`config.mk`:
```
export PLATFORM = sky130hd
export DESIGN_NAME = serial_slave_error_timing
export DESIGN_NICKNAME = d
export VERILOG_FILES = /design/src/common/serial_err_pkg.sv /design/src/common/fault_link_if.sv /design/src/core/logical_error_pick.sv /design/src/core/link_break_timer.sv /design/src/core/serial_slave_error_timing.sv
export VERILOG_INCLUDE_DIRS = /design/src /design/src/common
export SDC_FILE = /design/constraint.sdc
export NUM_CORES = 1
export LEC_CHECK = 0
export BUFFER_PORTS_ARGS = -buffer_cell sky130_fd_sc_hd__clkbuf_2
export CELL_PAD_IN_SITES_DETAIL_PLACEMENT = 0
export CELL_PAD_IN_SITES_GLOBAL_PLACEMENT = 1
export CORE_ASPECT_RATIO = 1.1
export CORE_MARGIN = 1.5
export CORE_UTILIZATION = 47
export CTS_BUF_LIST = sky130_fd_sc_hd__clkbuf_16
export CTS_CLUSTER_DIAMETER = 30
export DETAILED_ROUTE_END_ITERATION = 16
export PLACE_DENSITY_LB_ADDON = 0.1
export SLEW_MARGIN = 25
export SYNTH_ARGS = -nofsm -noshare
export SYNTH_HDL_FRONTEND = slang
export SYNTH_SLANG_ARGS = --single-unit
```
`constraint.sdc`:
```
create_clock -name pclk -period 5.4 [get_ports pclk]
set_clock_uncertainty 0.1 [all_clocks]
set_input_delay 1.08 -clock pclk [delete_from_list [all_inputs] [get_ports pclk]]
set_output_delay 1.08 -clock pclk [all_outputs]
set_load 0.01 [all_outputs]
```
`src/common/serial_err_cfg.svh`:
```
// Offsets, field positions, codes and timing counts for the error/timing block
// Assumes a 200 MHz pclk and a 32-bit APB register bus
`ifndef SERIAL_ERR_CFG_SVH
`define SERIAL_ERR_CFG_SVH

`define CLK_MHZ          200
`define TURN_MAX_MS      5
`define BREAK_UNIT_S     1
`define TX_ERR_LIMIT     4'h8

`define OFF_CTRL         12'h000
`define OFF_BREAK_TIME   12'h004
`define OFF_STATUS       12'h008

`define CTRL_ROUTE_LSB   0
`define CTRL_PORT_SEL    2
`define BRK_ONE_LSB      0
`define BRK_TWO_LSB      8
`define ST_CODE_LSB      0
`define ST_COUNT_LSB     8
`define ST_COMM_ERR      16
`define ST_IN_BREAK      17
`define ST_SEEN_VALID    18

`define ERR_CHECKSUM     8'h47
`define ERR_PARITY       8'h48
`define ERR_RX_OTHER     8'h49
`define ERR_FORMAT       8'h4a
`define ERR_COMMAND      8'h4b
`define ERR_ROUTE        8'h4c
`define ERR_FUNC_CODE    8'h4e
`define ERR_WRITE_LOCK   8'h4f
`define ERR_DATA         8'h50
`define ERR_BUSY_WRITE   8'h51

`endif

```
`src/common/serial_err_pkg.sv`:
```
// Shared types of the error/timing block
// Assumes serial_err_cfg.svh supplies every number
package serial_err_pkg;
  typedef enum logic [1:0] {
    ST_LISTEN,
    ST_REPLY,
    ST_TURN
  } fsm_t;
  typedef logic [7:0] err_code_t;
  typedef logic [6:0] logic_faults_t;
endpackage

```
`src/common/fault_link_if.sv`:
```
// Carrier between the frame checker, the fault picker and the break timer
// Assumes all parties run on pclk
`timescale 1ns/100ps
interface fault_link_if;
  serial_err_pkg::logic_faults_t faults;
  serial_err_pkg::err_code_t     pick_code;
  logic                          pick_any;
  logic                          armed;
  logic                          valid_seen;
  logic [5:0]                    setting;
  logic                          trip;
  logic                          in_break;
  modport pick_mp (input faults, output pick_code, output pick_any);
  modport timer_mp (input armed, input valid_seen, input setting,
                    output trip, output in_break);
  modport ctrl_mp (output faults, input pick_code, input pick_any,
                   output armed, output valid_seen, output setting,
                   input trip, input in_break);
endinterface // fault_link_if

```
`src/core/logical_error_pick.sv`:
```
// Picks the logical fault with the smallest priority number
// Assumes faults[0] is priority 1 and faults[6] priority 7
`timescale 1ns/100ps
`include "serial_err_cfg.svh"
module logical_error_pick (
  // Fault flags in, code out
  fault_link_if.pick_mp lnk
);
  always_comb begin
    lnk.pick_any  = |lnk.faults;
    lnk.pick_code = 8'h00;
    casez (lnk.faults)
      7'b??????1: lnk.pick_code = `ERR_FORMAT;
      7'b?????10: lnk.pick_code = `ERR_COMMAND;
      7'b????100: lnk.pick_code = `ERR_ROUTE;
      7'b???1000: lnk.pick_code = `ERR_FUNC_CODE;
      7'b??10000: lnk.pick_code = `ERR_WRITE_LOCK;
      7'b?100000: lnk.pick_code = `ERR_DATA;
      7'b1000000: lnk.pick_code = `ERR_BUSY_WRITE;
      default:    lnk.pick_code = 8'h00;
    endcase
  end
endmodule // logical_error_pick

```
`src/core/link_break_timer.sv`:
```
// Times a link break in whole seconds and flags when it outlasts the setting
// Assumes armed and valid_seen come from logic on pclk
`timescale 1ns/100ps
`include "serial_err_cfg.svh"
module link_break_timer #(
  parameter int unsigned SEC_CYC = `BREAK_UNIT_S * `CLK_MHZ * 1000000
) (
  // Clock and reset
  input  wire logic     pclk,
  input  wire logic     presetn,
  // Break supervision
  fault_link_if.timer_mp lnk
);
  typedef struct packed {
    logic [31:0] pre;
    logic [5:0]  secs;
    logic        tripped;
    logic        trip;
  } tstate_t;
  tstate_t s, next_s;

  assign lnk.trip     = s.trip;
  assign lnk.in_break = lnk.armed;

  always_comb begin
    next_s      = s;
    next_s.trip = 1'b0;
    if (!lnk.armed || lnk.valid_seen || lnk.setting == 6'h00) begin
      next_s = '0;
    end else if (!s.tripped) begin
      if (s.pre == SEC_CYC - 1) begin
        next_s.pre  = '0;
        next_s.secs = s.secs + 6'h01;
        if (s.secs + 6'h01 >= lnk.setting) begin
          next_s.trip    = 1'b1;
          next_s.tripped = 1'b1;
        end
      end else begin
        next_s.pre = s.pre + 32'h1;
      end
    end
  end

  always_ff @(posedge pclk or negedge presetn) begin
    if (!presetn) begin
      s <= '0;
    end else begin
      s <= next_s;
    end
  end
endmodule // link_break_timer

```
`src/core/serial_slave_error_timing.sv`:
```
// Slave-station error sorting, reply decision and line turnaround
// Assumes frame checks arrive as one-cycle flags from a receiver on pclk
//
// What this block does
// - Back to receive within 5 ms
// - Broadcast: execute, no reply, keep receiving
// - Local checksum mismatch records code 71
// - Parity mismatch records code 72
// - Framing or overrun records code 73
// - Bad characters or end: code 74, first
// - Undefined command letter: code 75, second
// - Command write via wrong route: 76, third
// - Missing function code: code 78, fourth
// - Write to locked code: 79, fifth
// - Write value out of range: 80
// - Write during high-speed write: 81
// - No reply on transmission error; eight escalate
// - Valid frame clears the error count
// - Logical error answers NAK, smallest priority
// - No end-of-text by byte 15: silence
// - Break needs serial run and seen frame
// - Break beyond set seconds is comm error
// - Break timer cleared outside break
// - Latest error code readable by host
`timescale 1ns/100ps
`include "serial_err_cfg.svh"
module serial_slave_error_timing #(
  parameter int unsigned TURN_CYC = `TURN_MAX_MS * `CLK_MHZ * 1000,
  parameter int unsigned SEC_CYC  = `BREAK_UNIT_S * `CLK_MHZ * 1000000
) (
  // Clock and reset
  input  wire logic        pclk,
  input  wire logic        presetn,
  // APB slave
  input  wire logic        psel,
  input  wire logic        penable,
  input  wire logic        pwrite,
  input  wire logic [11:0] paddr,
  input  wire logic [31:0] pwdata,
  output logic             pready,
  output logic [31:0]      prdata,
  output logic             pslverr,
  // Frame checks from the receiver, valid with frame_end
  input  wire logic        frame_end,
  input  wire logic        frame_local,
  input  wire logic        frame_bcast,
  input  wire logic        rx_checksum_bad,
  input  wire logic        rx_parity_bad,
  input  wire logic        rx_other_bad,
  input  wire logic        etx_missing,
  input  wire logic        req_format_bad,
  input  wire logic        req_cmd_bad,
  input  wire logic        req_is_write,
  input  wire logic        req_link_target,
  input  wire logic [1:0]  req_route,
  input  wire logic        req_func_missing,
  input  wire logic        req_write_locked,
  input  wire logic        req_data_range,
  input  wire logic        hs_write_busy,
  // Drive state
  input  wire logic        run_active,
  input  wire logic        serial_cmd_mode,
  // Transmitter
  input  wire logic        tx_done,
  output logic             reply_start,
  output logic             reply_nak,
  output logic [7:0]       reply_code,
  output logic             line_drive,
  output logic             rx_enable,
  // Command execution and alarm
  output logic             exec_start,
  output logic             comm_error
);
  typedef struct packed {
    // Sequencing and error record
    serial_err_pkg::fsm_t      st;
    logic [31:0]               turn;
    logic [3:0]                txerr;
    logic                      seen;
    serial_err_pkg::err_code_t code;
    logic                      comm_err;
    // Software settings
    logic [1:0]                route;
    logic                      port_two;
    logic [5:0]                brk_one;
    logic [5:0]                brk_two;
    // Bus answer
    logic                      pready;
    logic                      pslverr;
    logic [31:0]               prdata;
    // Transmitter and execution controls
    logic                      reply_start;
    logic                      reply_nak;
    serial_err_pkg::err_code_t reply_code;
    logic                      exec_start;
    logic                      line_drive;
    logic                      rx_enable;
  } state_t;

  state_t s;
  state_t next_s;

  // Last turnaround count, cut to the counter's width
  localparam logic [31:0] TURN_LAST = 32'(TURN_CYC - 1);

  // Sub-blocks
  fault_link_if lnk ();

  logical_error_pick u_pick (
    .lnk (lnk.pick_mp)
  );

  link_break_timer #(
    .SEC_CYC (SEC_CYC)
  ) u_break (
    .pclk    (pclk),
    .presetn (presetn),
    .lnk     (lnk.timer_mp)
  );

  // Frames meant for this station, singly or by broadcast
  function automatic logic for_us(input logic local_hit, input logic bcast_hit);
    for_us = local_hit || bcast_hit;
  endfunction

  // Frame classification
  logic        accept;
  logic        cks_err;
  logic        tx_err;
  logic        etx_drop;
  logic        good_frame;
  logic        route_err;
  logic [7:0]  tx_code;
  logic        limit_hit;

  assign accept    = frame_end && s.st == serial_err_pkg::ST_LISTEN;
  // Checksum only counts against frames meant for this station
  assign cks_err   = rx_checksum_bad && for_us(frame_local, frame_bcast);
  assign tx_err    = accept && (cks_err || rx_parity_bad || rx_other_bad);
  // An unterminated frame is dropped unanswered and proves nothing
  assign etx_drop  = accept && !tx_err && etx_missing;
  // A clean frame for any station proves the link is alive
  assign good_frame = accept && !tx_err && !etx_drop;
  assign route_err = req_is_write && req_link_target
                     && req_route != s.route;
  // Eighth damaged frame in a row
  assign limit_hit = s.txerr == `TX_ERR_LIMIT - 4'h1;

  always_comb begin
    if (rx_parity_bad) begin
      tx_code = `ERR_PARITY;
    end else if (cks_err) begin
      tx_code = `ERR_CHECKSUM;
    end else begin
      tx_code = `ERR_RX_OTHER;
    end
  end

  assign lnk.faults = {
    req_is_write && hs_write_busy,
    req_is_write && req_data_range,
    req_is_write && req_write_locked,
    req_func_missing,
    route_err,
    req_cmd_bad,
    req_format_bad
  };
  assign lnk.armed      = run_active && serial_cmd_mode && s.seen;
  assign lnk.valid_seen = good_frame;
  assign lnk.setting    = s.port_two ? s.brk_two : s.brk_one;

  // Register bus decode
  logic        apb_first;
  logic        apb_go;
  logic        apb_wr;
  logic        hit_ctrl;
  logic        hit_brk;
  logic        hit_stat;
  logic        hit;
  logic [31:0] rd_word;

  // First access cycle; the answer follows one cycle later
  assign apb_first = psel && penable && !s.pready;
  assign apb_go    = psel && penable && s.pready;
  assign apb_wr    = apb_go && pwrite && !s.pslverr;
  assign hit_ctrl  = paddr == `OFF_CTRL;
  assign hit_brk   = paddr == `OFF_BREAK_TIME;
  assign hit_stat  = paddr == `OFF_STATUS;
  assign hit       = hit_ctrl || hit_brk || hit_stat;

  always_comb begin
    rd_word = 32'h0000_0000;
    case (paddr)
      `OFF_CTRL: begin
        rd_word[`CTRL_ROUTE_LSB +: 2] = s.route;
        rd_word[`CTRL_PORT_SEL]       = s.port_two;
      end
      `OFF_BREAK_TIME: begin
        rd_word[`BRK_ONE_LSB +: 6] = s.brk_one;
        rd_word[`BRK_TWO_LSB +: 6] = s.brk_two;
      end
      `OFF_STATUS: begin
        rd_word[`ST_CODE_LSB +: 8]  = s.code;
        rd_word[`ST_COUNT_LSB +: 4] = s.txerr;
        rd_word[`ST_COMM_ERR]       = s.comm_err;
        rd_word[`ST_IN_BREAK]       = lnk.in_break;
        rd_word[`ST_SEEN_VALID]     = s.seen;
      end
      default: rd_word = 32'h0000_0000;
    endcase
  end

  always_comb begin
    logic set_err;
    logic clr_err;
    set_err = 1'b0;
    clr_err = 1'b0;
    next_s  = s;
    next_s.reply_start = 1'b0;
    next_s.exec_start  = 1'b0;

    // One wait state: answer on the second access cycle
    next_s.pready  = apb_first;
    // Unmapped offsets answer with an error and never write
    next_s.pslverr = apb_first && !hit;
    if (apb_first) begin
      if (hit) begin
        next_s.prdata = rd_word;
      end else begin
        next_s.prdata = 32'h0000_0000;
      end
    end
    if (apb_wr) begin
      case (paddr)
        `OFF_CTRL: begin
          next_s.route    = pwdata[`CTRL_ROUTE_LSB +: 2];
          next_s.port_two = pwdata[`CTRL_PORT_SEL];
        end
        `OFF_BREAK_TIME: begin
          next_s.brk_one = pwdata[`BRK_ONE_LSB +: 6];
          next_s.brk_two = pwdata[`BRK_TWO_LSB +: 6];
        end
        `OFF_STATUS: clr_err = pwdata[`ST_COMM_ERR];
        default: clr_err = 1'b0;
      endcase
    end

    // Any clean frame ends a run of damaged ones
    if (good_frame) begin
      next_s.txerr = 4'h0;
      next_s.seen  = 1'b1;
    end

    // Listen, drive the reply, then turn the line round
    case (s.st)
      serial_err_pkg::ST_LISTEN: begin
        next_s.rx_enable  = 1'b1;
        next_s.line_drive = 1'b0;
        if (tx_err) begin
          // Silent so stations never talk over each other
          next_s.code = tx_code;
          if (limit_hit) begin
            set_err      = 1'b1;
            next_s.txerr = 4'h0;
          end else begin
            next_s.txerr = s.txerr + 4'h1;
          end
        end else if (good_frame && for_us(frame_local, frame_bcast)) begin
          if (lnk.pick_any) begin
            next_s.code = lnk.pick_code;
          end
          if (frame_bcast) begin
            next_s.exec_start = !lnk.pick_any;
          end else begin
            next_s.exec_start  = !lnk.pick_any;
            next_s.reply_start = 1'b1;
            next_s.reply_nak   = lnk.pick_any;
            next_s.reply_code  = lnk.pick_any ? lnk.pick_code : 8'h00;
            next_s.line_drive  = 1'b1;
            next_s.rx_enable   = 1'b0;
            next_s.st          = serial_err_pkg::ST_REPLY;
          end
        end
        // Missing end-of-text falls through here with no reply
      end
      serial_err_pkg::ST_REPLY: begin
        if (tx_done) begin
          // Driver off at once; the turnaround count starts here
          next_s.line_drive = 1'b0;
          next_s.turn       = 32'h0;
          next_s.st         = serial_err_pkg::ST_TURN;
        end
      end
      serial_err_pkg::ST_TURN: begin
        // Bounded by the 5 ms ceiling; the host waits longer than this
        if (s.turn >= TURN_LAST) begin
          next_s.rx_enable = 1'b1;
          next_s.st        = serial_err_pkg::ST_LISTEN;
        end else begin
          next_s.turn = s.turn + 32'h1;
        end
      end
      default: begin
        next_s.st         = serial_err_pkg::ST_LISTEN;
        next_s.line_drive = 1'b0;
        next_s.rx_enable  = 1'b1;
      end
    endcase

    // Link-break escalation from the timer
    if (lnk.trip) begin
      set_err = 1'b1;
    end
    // A new error wins over a software clear in the same cycle
    next_s.comm_err = (s.comm_err && !clr_err) || set_err;
  end

  // Reset leaves the receiver on so the first frame is heard
  always_ff @(posedge pclk or negedge presetn) begin
    if (!presetn) begin
      s           <= '0;
      s.st        <= serial_err_pkg::ST_LISTEN;
      s.rx_enable <= 1'b1;
    end else begin
      s <= next_s;
    end
  end

  // Every output comes straight from a state flop
  assign pready      = s.pready;
  assign prdata      = s.prdata;
  assign pslverr     = s.pslverr;
  assign reply_start = s.reply_start;
  assign reply_nak   = s.reply_nak;
  assign reply_code  = s.reply_code;
  assign line_drive  = s.line_drive;
  assign rx_enable   = s.rx_enable;
  assign exec_start  = s.exec_start;
  assign comm_error  = s.comm_err;
endmodule // serial_slave_error_timing

```
==> out/metrics.cfg, run 1 <==
[synth]
syn_inst=710
avgSynthCellArea_um2=9.615
synth-edff-count=0
seq_area_frac_synth_pct=47.67
synth-seq-cells=130
yosysUniqueCellTypes=66
syn_area_um2=6827
yosys_warnings=0
ys_async_sr_fraction_pct=100.0
synth_ff_type=dfrtp_1

[sta]
fin_crit_sh_pct=59.68
final_hold_viol_count=0
hold_ws_ns=0.3703
max-slew-margin-rel_pct=34.67
worst_slew_pin_slew_ns=0.9764
setup_tns_ns=0
fin_crit_ns=3.223
timing.final.max_slew_violations=0
setup_viol=0
rsz0062_at_grt=false
fmax_ghz=0.3103

[worst_setup_path]
cp_slowest_cell=or2_1
cp_cell_sequence=clkbuf_2 -> nor4b_1 -> and3_1 -> a211o_1 -> or2_1 -> o21ai_0 -> a22o_1
startpoint=etx_missing
rr_startpoint=s[59]
max_stage_delay_ns=0.63
worstPathMaxFanout=18
crit_type=in -> reg
endpoint_kind=flip-flop
cp.arrival_ns=3.44
required_ns=5.61
startpoint_type=input pin

[global_routing]
busiest_layer=met2
use_met3_pct=5.282
grt_use_met2_pct=36.70
grt-ovfl-total=0
grt_usage_pct=21.77
grt_pass1_wl_mm=26.40
antenna_found_initial=0
grt_pass1_vias=5364
use_met1_pct=27.52
grt_max_degree=46

[final_layout]
layout_common_cells=129 x dfrtp_1, 80 x nand2_1, 78 x clkbuf_2
final_common_cell=dfrtp_1
drive_above_1_share_pct=19.41
antenna_cells=0
fillers=1297
fin_nets=844
seq_area_um2=3254
multi_input_area_um2=3156
syn_to_final_growth_pct=14.72

[hold_path]
hold_class=reg -> reg
holdCritStartpoint=reply_code[0]

[clock_network]
clk_latency_ns=0.42
htree_levels=4
numCtsBuffers=17
path_clk_slew_ns=0.06
cts_root_buffer=clkbuf_16
clk_path_buf_depth=2
cts.sinks=130
hold_buffers=0
cts_resized=0
cts_tree=done
cts_setup_buffers=0

[route]
vias=5511
drc=0
avgViaCountPerCell=5.681
ant_nets=0
drtIter0Drc=378
first_pass_iters=5
drt-total-wl_mm=15.92
wl_per_cell_um=16.41

[floorplan]
rows=46
num_io_pins=117
die_area_um2=15260
start_util_pct=47.63
dieWidth_um=117.9
coreArea_um2=14330
chipHeight_um=129.4

[outcome]
outcome=finished, final reports clean

[power_and_ir_drop]
pwr-share-seq_pct=42.0
power_density_nw_per_um2=334.1
p_sw_w=0.0006284
p_leak_nw=3.529
ir_drop_mv=0.2354
clkPwrFrac_pct=50.6
internal_power_w=0.001988
p_sw_share_pct=24.02
comb_power_share_pct=7.4

[run]
cap_violations=0

[placed_design]
port_buffers=79
dpl.hpwl_mm=11.22
gp_congestion=0.8127

[cell usage after synthesis (all sizes together) (13+ instances only)]
cell type | n | share of area, %
o31ai | 20 | 2.4
a21oi | 38 | 2.8
buf | 44 | 5.0
a31oi | 26 | 2.4
nor3 | 14 | 1.0
nand2 | 80 | 4.4
nor2 | 38 | 2.1
mux2 | 20 | 3.3
inv | 17 | 0.93
clkbuf | 21 | 1.2
dfrtp | 129 | 47
o21ai | 43 | 3.2
or3 | 17 | 1.6
nand3 | 30 | 2.2
nor4 | 13 | 1.2
[cell families (layout without fill, tap and decap cells)]
logic type,Yosys count,in the layout,synth area share (%)
AOI/OAI and AO/OA,176,176,16.73
other,1,18,0.05493
DFF,130,130,47.67
and+or+nand+nor,268,268,20.20
xor gates and xnor gates,10,10,1.283
muxes,32,32,5.059
buffers and inverters,83,134,7.166
adders and majority gates,10,10,1.833
[metal layers]
metal	up-vias	part of all wire [%]	wire length [um]
met1	2672	45	7223
met5	-	0	0
met3	22	4.3	685
li1	2659	-	-
met4	0	1.8	284
met2	158	49	7727
[power by group through the flow]
| stage | combinational (W) | clock (W) | sequential, W |
|---|---|---|---|
| 2_1_floorplan | 0.000143 | 0 | 0.00109 |
| 3_3_place_gp | 0.000189 | 0 | 0.00111 |
| 3_5_place_dp | 0.000194 | 0 | 0.00111 |
| 4_1_cts | 0.000195 | 0.00135 | 0.00110 |
| 5_1_grt | 0.000219 | 0.00140 | 0.00111 |
| 6_report | 0.000193 | 0.00132 | 0.00110 |
[layout make-up]
cell class              instances  share of cell area (%)
flip-flops and latches        130                   41.56
well taps                     192                   3.068
repair buffers                 84                   5.560
clock buffers                  17                   5.432
inverters                      18                  0.8628
multi-input cells             514                   40.29
clock inverters                15                   3.227
[path summary, 6_finish.rpt]
kind | endpoint | slack (ns) | cells after the start
worst max-delay path | u_break.s[26] | 2.18 | 7
worst max register to register | u_break.s[26] | 2.18 | 6
min in group asynchronous | s[48] | 0.55 | 1
worst min register to register | reply_code[0] | 0.37 | 2
max in group asynchronous | s[58] | 3.63 | 2
worst min-delay path | reply_code[0] | 0.37 | 2
[critical path, delay by kind of cell]
kind | cells | cell delay [ns]
simple gates | 3 | 1.31
compound gates | 3 | 0.93
buf+inv | 1 | 0.10
[per-stage QoR]
stage	total power, W	util (%)	cell area (um^2)	setup slack [ns]	std cells
4_1_cts	0.002642	54.60	7825	2.172	970
3_3_place_gp	0.001300	49.85	7144	1.795	938
6_report	0.002616	54.64	7831	2.177	970
2_1_floorplan	0.001233	-	6890	2.456	727
3_5_place_dp	0.001308	49.87	7147	1.724	938
5_1_grt	0.002723	54.64	7831	1.941	970
[registers in the layout, indices dropped and copies added, names as in the netlist]
register          flops
s                    60
pslverr               1
reply_start           1
exec_start            1
u_break.lnk.trip      1
rx_enable             1
comm_error            1
u_break.s            39
line_drive            1
pready                1
reply_code            6
prdata               16
reply_nak             1
No activity file was read; power rests on OpenSTA's default activity.
==> run 2, diff against run 1 <==
--- a/config.mk
+++ b/config.mk
@@ -11,7 +11,7 @@
 export CELL_PAD_IN_SITES_GLOBAL_PLACEMENT = 1
 export CORE_ASPECT_RATIO = 1.1
 export CORE_MARGIN = 1.5
-export CORE_UTILIZATION = 47
+export CORE_UTILIZATION = 43
 export CTS_BUF_LIST = sky130_fd_sc_hd__clkbuf_16
 export CTS_CLUSTER_DIAMETER = 30
 export DETAILED_ROUTE_END_ITERATION = 16
==> constraint.sdc (replaced) <==
create_clock -name pclk -period 3 [get_ports pclk]
set_clock_uncertainty 0.1 [all_clocks]
set_input_delay 0.6 -clock pclk [delete_from_list [all_inputs] [get_ports pclk]]
set_output_delay 0.6 -clock pclk [all_outputs]
set_load 0.01 [all_outputs]
==> out/metrics.cfg, run 2 (same netlist as run 1, synthesis figures left out) <==
[clock_network]
path_clk_slew_ns=0.06
cts_setup_buffers=0
clk_latency_ns=0.42
numCtsBuffers=17
cts_tree=done
hold_buffers=0
cts.sinks=130
clk_path_buf_depth=2
cts_root_buffer=clkbuf_16
cts_resized=0
htree_levels=4

[worst_setup_path]
required_ns=3.20
crit_type=reg -> reg
startpoint=u_break.s[19]
endpoint_kind=flip-flop
startpoint_type=flip-flop
cp_top_family=simple AND/OR/NAND/NOR gates
crit_buf_inv=1
cp_cell_sequence=or4_1 -> or4_4 -> o31ai_4 -> or2_1 -> buf_4 -> o21ai_2 -> a22o_1
max_stage_delay_ns=0.54
rr_startpoint=u_break.s[19]
cp_slowest_cell=or4_1
cp.arrival_ns=2.95
worstPathMaxFanout=14

[placed_design]
placed_cells=962
gp_congestion=0.8172
placed_area_um2=7300
dpl.hpwl_mm=11.61
port_buffers=79

[power_and_ir_drop]
p_sw_w=0.001068
p_leak_nw=3.578
pwr-share-seq_pct=45.4
power_density_nw_per_um2=554.1
p_sw_share_pct=24.48
p_total_w=0.004364
clkPwrFrac_pct=46.6
comb_power_share_pct=8.1
ir_drop_mv=0.3776
internal_power_w=0.003296

[final_layout]
fin_area_um2=7876
largest_register_ffs=60
layout_common_cells=129 x dfrtp_1, 80 x nand2_1, 78 x clkbuf_2
fillers=1502
antenna_cells=0
fin_util_pct=50.44
final_common_cell=dfrtp_1
syn_to_final_growth_pct=15.38
fin_nets=860
drive_above_1_share_pct=20.03
top_register=s
fin_cells=994

[route]
avgViaCountPerCell=5.500
first_pass_iters=6
ant_nets=0
wl_per_cell_um=15.90
vias=5467
drtIter0Drc=381
drc=0
drt-total-wl_mm=15.80

[global_routing]
grt_max_degree=55
antenna_found_initial=0
grt_usage_pct=20.11
grt-ovfl-total=0
grt_pass1_vias=5184
grt_pass1_wl_mm=25.97

[sta]
fmax_ghz=0.3643
fin_crit_sh_pct=91.49
final_hold_viol_count=0
worst_slew_pin_slew_ns=0.6154
setup_viol=0
fin_crit_ns=2.745
rsz0062_at_grt=false
max-slew-margin-rel_pct=58.98
timing.final.max_slew_violations=0
setup_tns_ns=0

[floorplan]
dieWidth_um=123.1
num_io_pins=117
rows=48
coreArea_um2=15620
die_area_um2=16640
chipHeight_um=135.2
start_util_pct=43.72

[hold_path]
hold_class=in -> async

[run]
cap_violations=0

[outcome]
outcome=finished, final reports clean

[run 2: cell types whose count changed in the layout (fill, tap and decap cells not counted), sizes merged]
| cell | delta |
|---|---|
| buf | +16 |
| bufinv | -3 |
| clkinv | +4 |
| inv | -1 |
[run 2: area by class of cell]
class / count / area [um^2] / area share (%)
inverters: 18 / 67.56 / 0.8578
flip-flops and latches: 130 / 3254 / 41.32
clock inverters: 15 / 151.4 / 1.922
multi-input cells: 514 / 3147 / 39.95
clock buffers: 17 / 425.4 / 5.401
well taps: 200 / 250.2 / 3.177
repair buffers: 100 / 580.6 / 7.371
[run 2: path summary, 6_finish.rpt]
| path | to | slack [ns] | cells after the start |
|---|---|---|---|
| setup / recovery | u_break.s[32] | 0.26 | 7 |
| hold / removal | reply_code[1] | 0.04 | 1 |
| setup reg to reg | u_break.s[32] | 0.26 | 7 |
| hold reg to reg | reply_code[3] | 0.37 | 2 |
| max in group asynchronous | u_break.s[18] | 1.80 | 2 |
| min in group pclk | reply_code[0] | 0.30 | 2 |
[run 2: power by group through the flow]
stage	registers, W	logic (W)	clock network, W
after floorplan	0.00196	0.000258	0
after global placement	0.00200	0.000344	0
after detailed placement	0.00201	0.000354	0
after CTS	0.00198	0.000356	0.00208
after global routing	0.00200	0.000403	0.00217
final	0.00198	0.000352	0.00203
[run 2: metrics by stage]
step                setup WS (ns)  hold WS, ns
floorplan                  0.4578       0.2044
global placement           0.2717       0.3625
detailed placement         0.2451       0.3678
CTS                        0.2305      0.04672
global route               0.1043      0.06162
finish                     0.2552      0.04395
[run 2: worst register-to-register path: cells and delay by family (launching register included)]
kind                   cells  cell delay (ns)
AND/OR/NAND/NOR            3             1.23
AO/OA/AOI/OAI              3             0.63
flip-flops                 1             0.45
buffers and inverters      1             0.24
[run 2: per-layer routing]
| metal | wire length (um) | vias to the layer above | part of all wire (%) | GRT usage [%] |
|---|---|---|---|---|
| li1 | - | 2695 | - | - |
| met1 | 7262 | 2627 | 46 | 26.69 |
| met2 | 7690 | 127 | 49 | 32.65 |
| met3 | 614 | 18 | 3.9 | 3.872 |
| met4 | 237 | 0 | 1.5 | 7.471 |
| met5 | 0 | - | 0 | 0 |
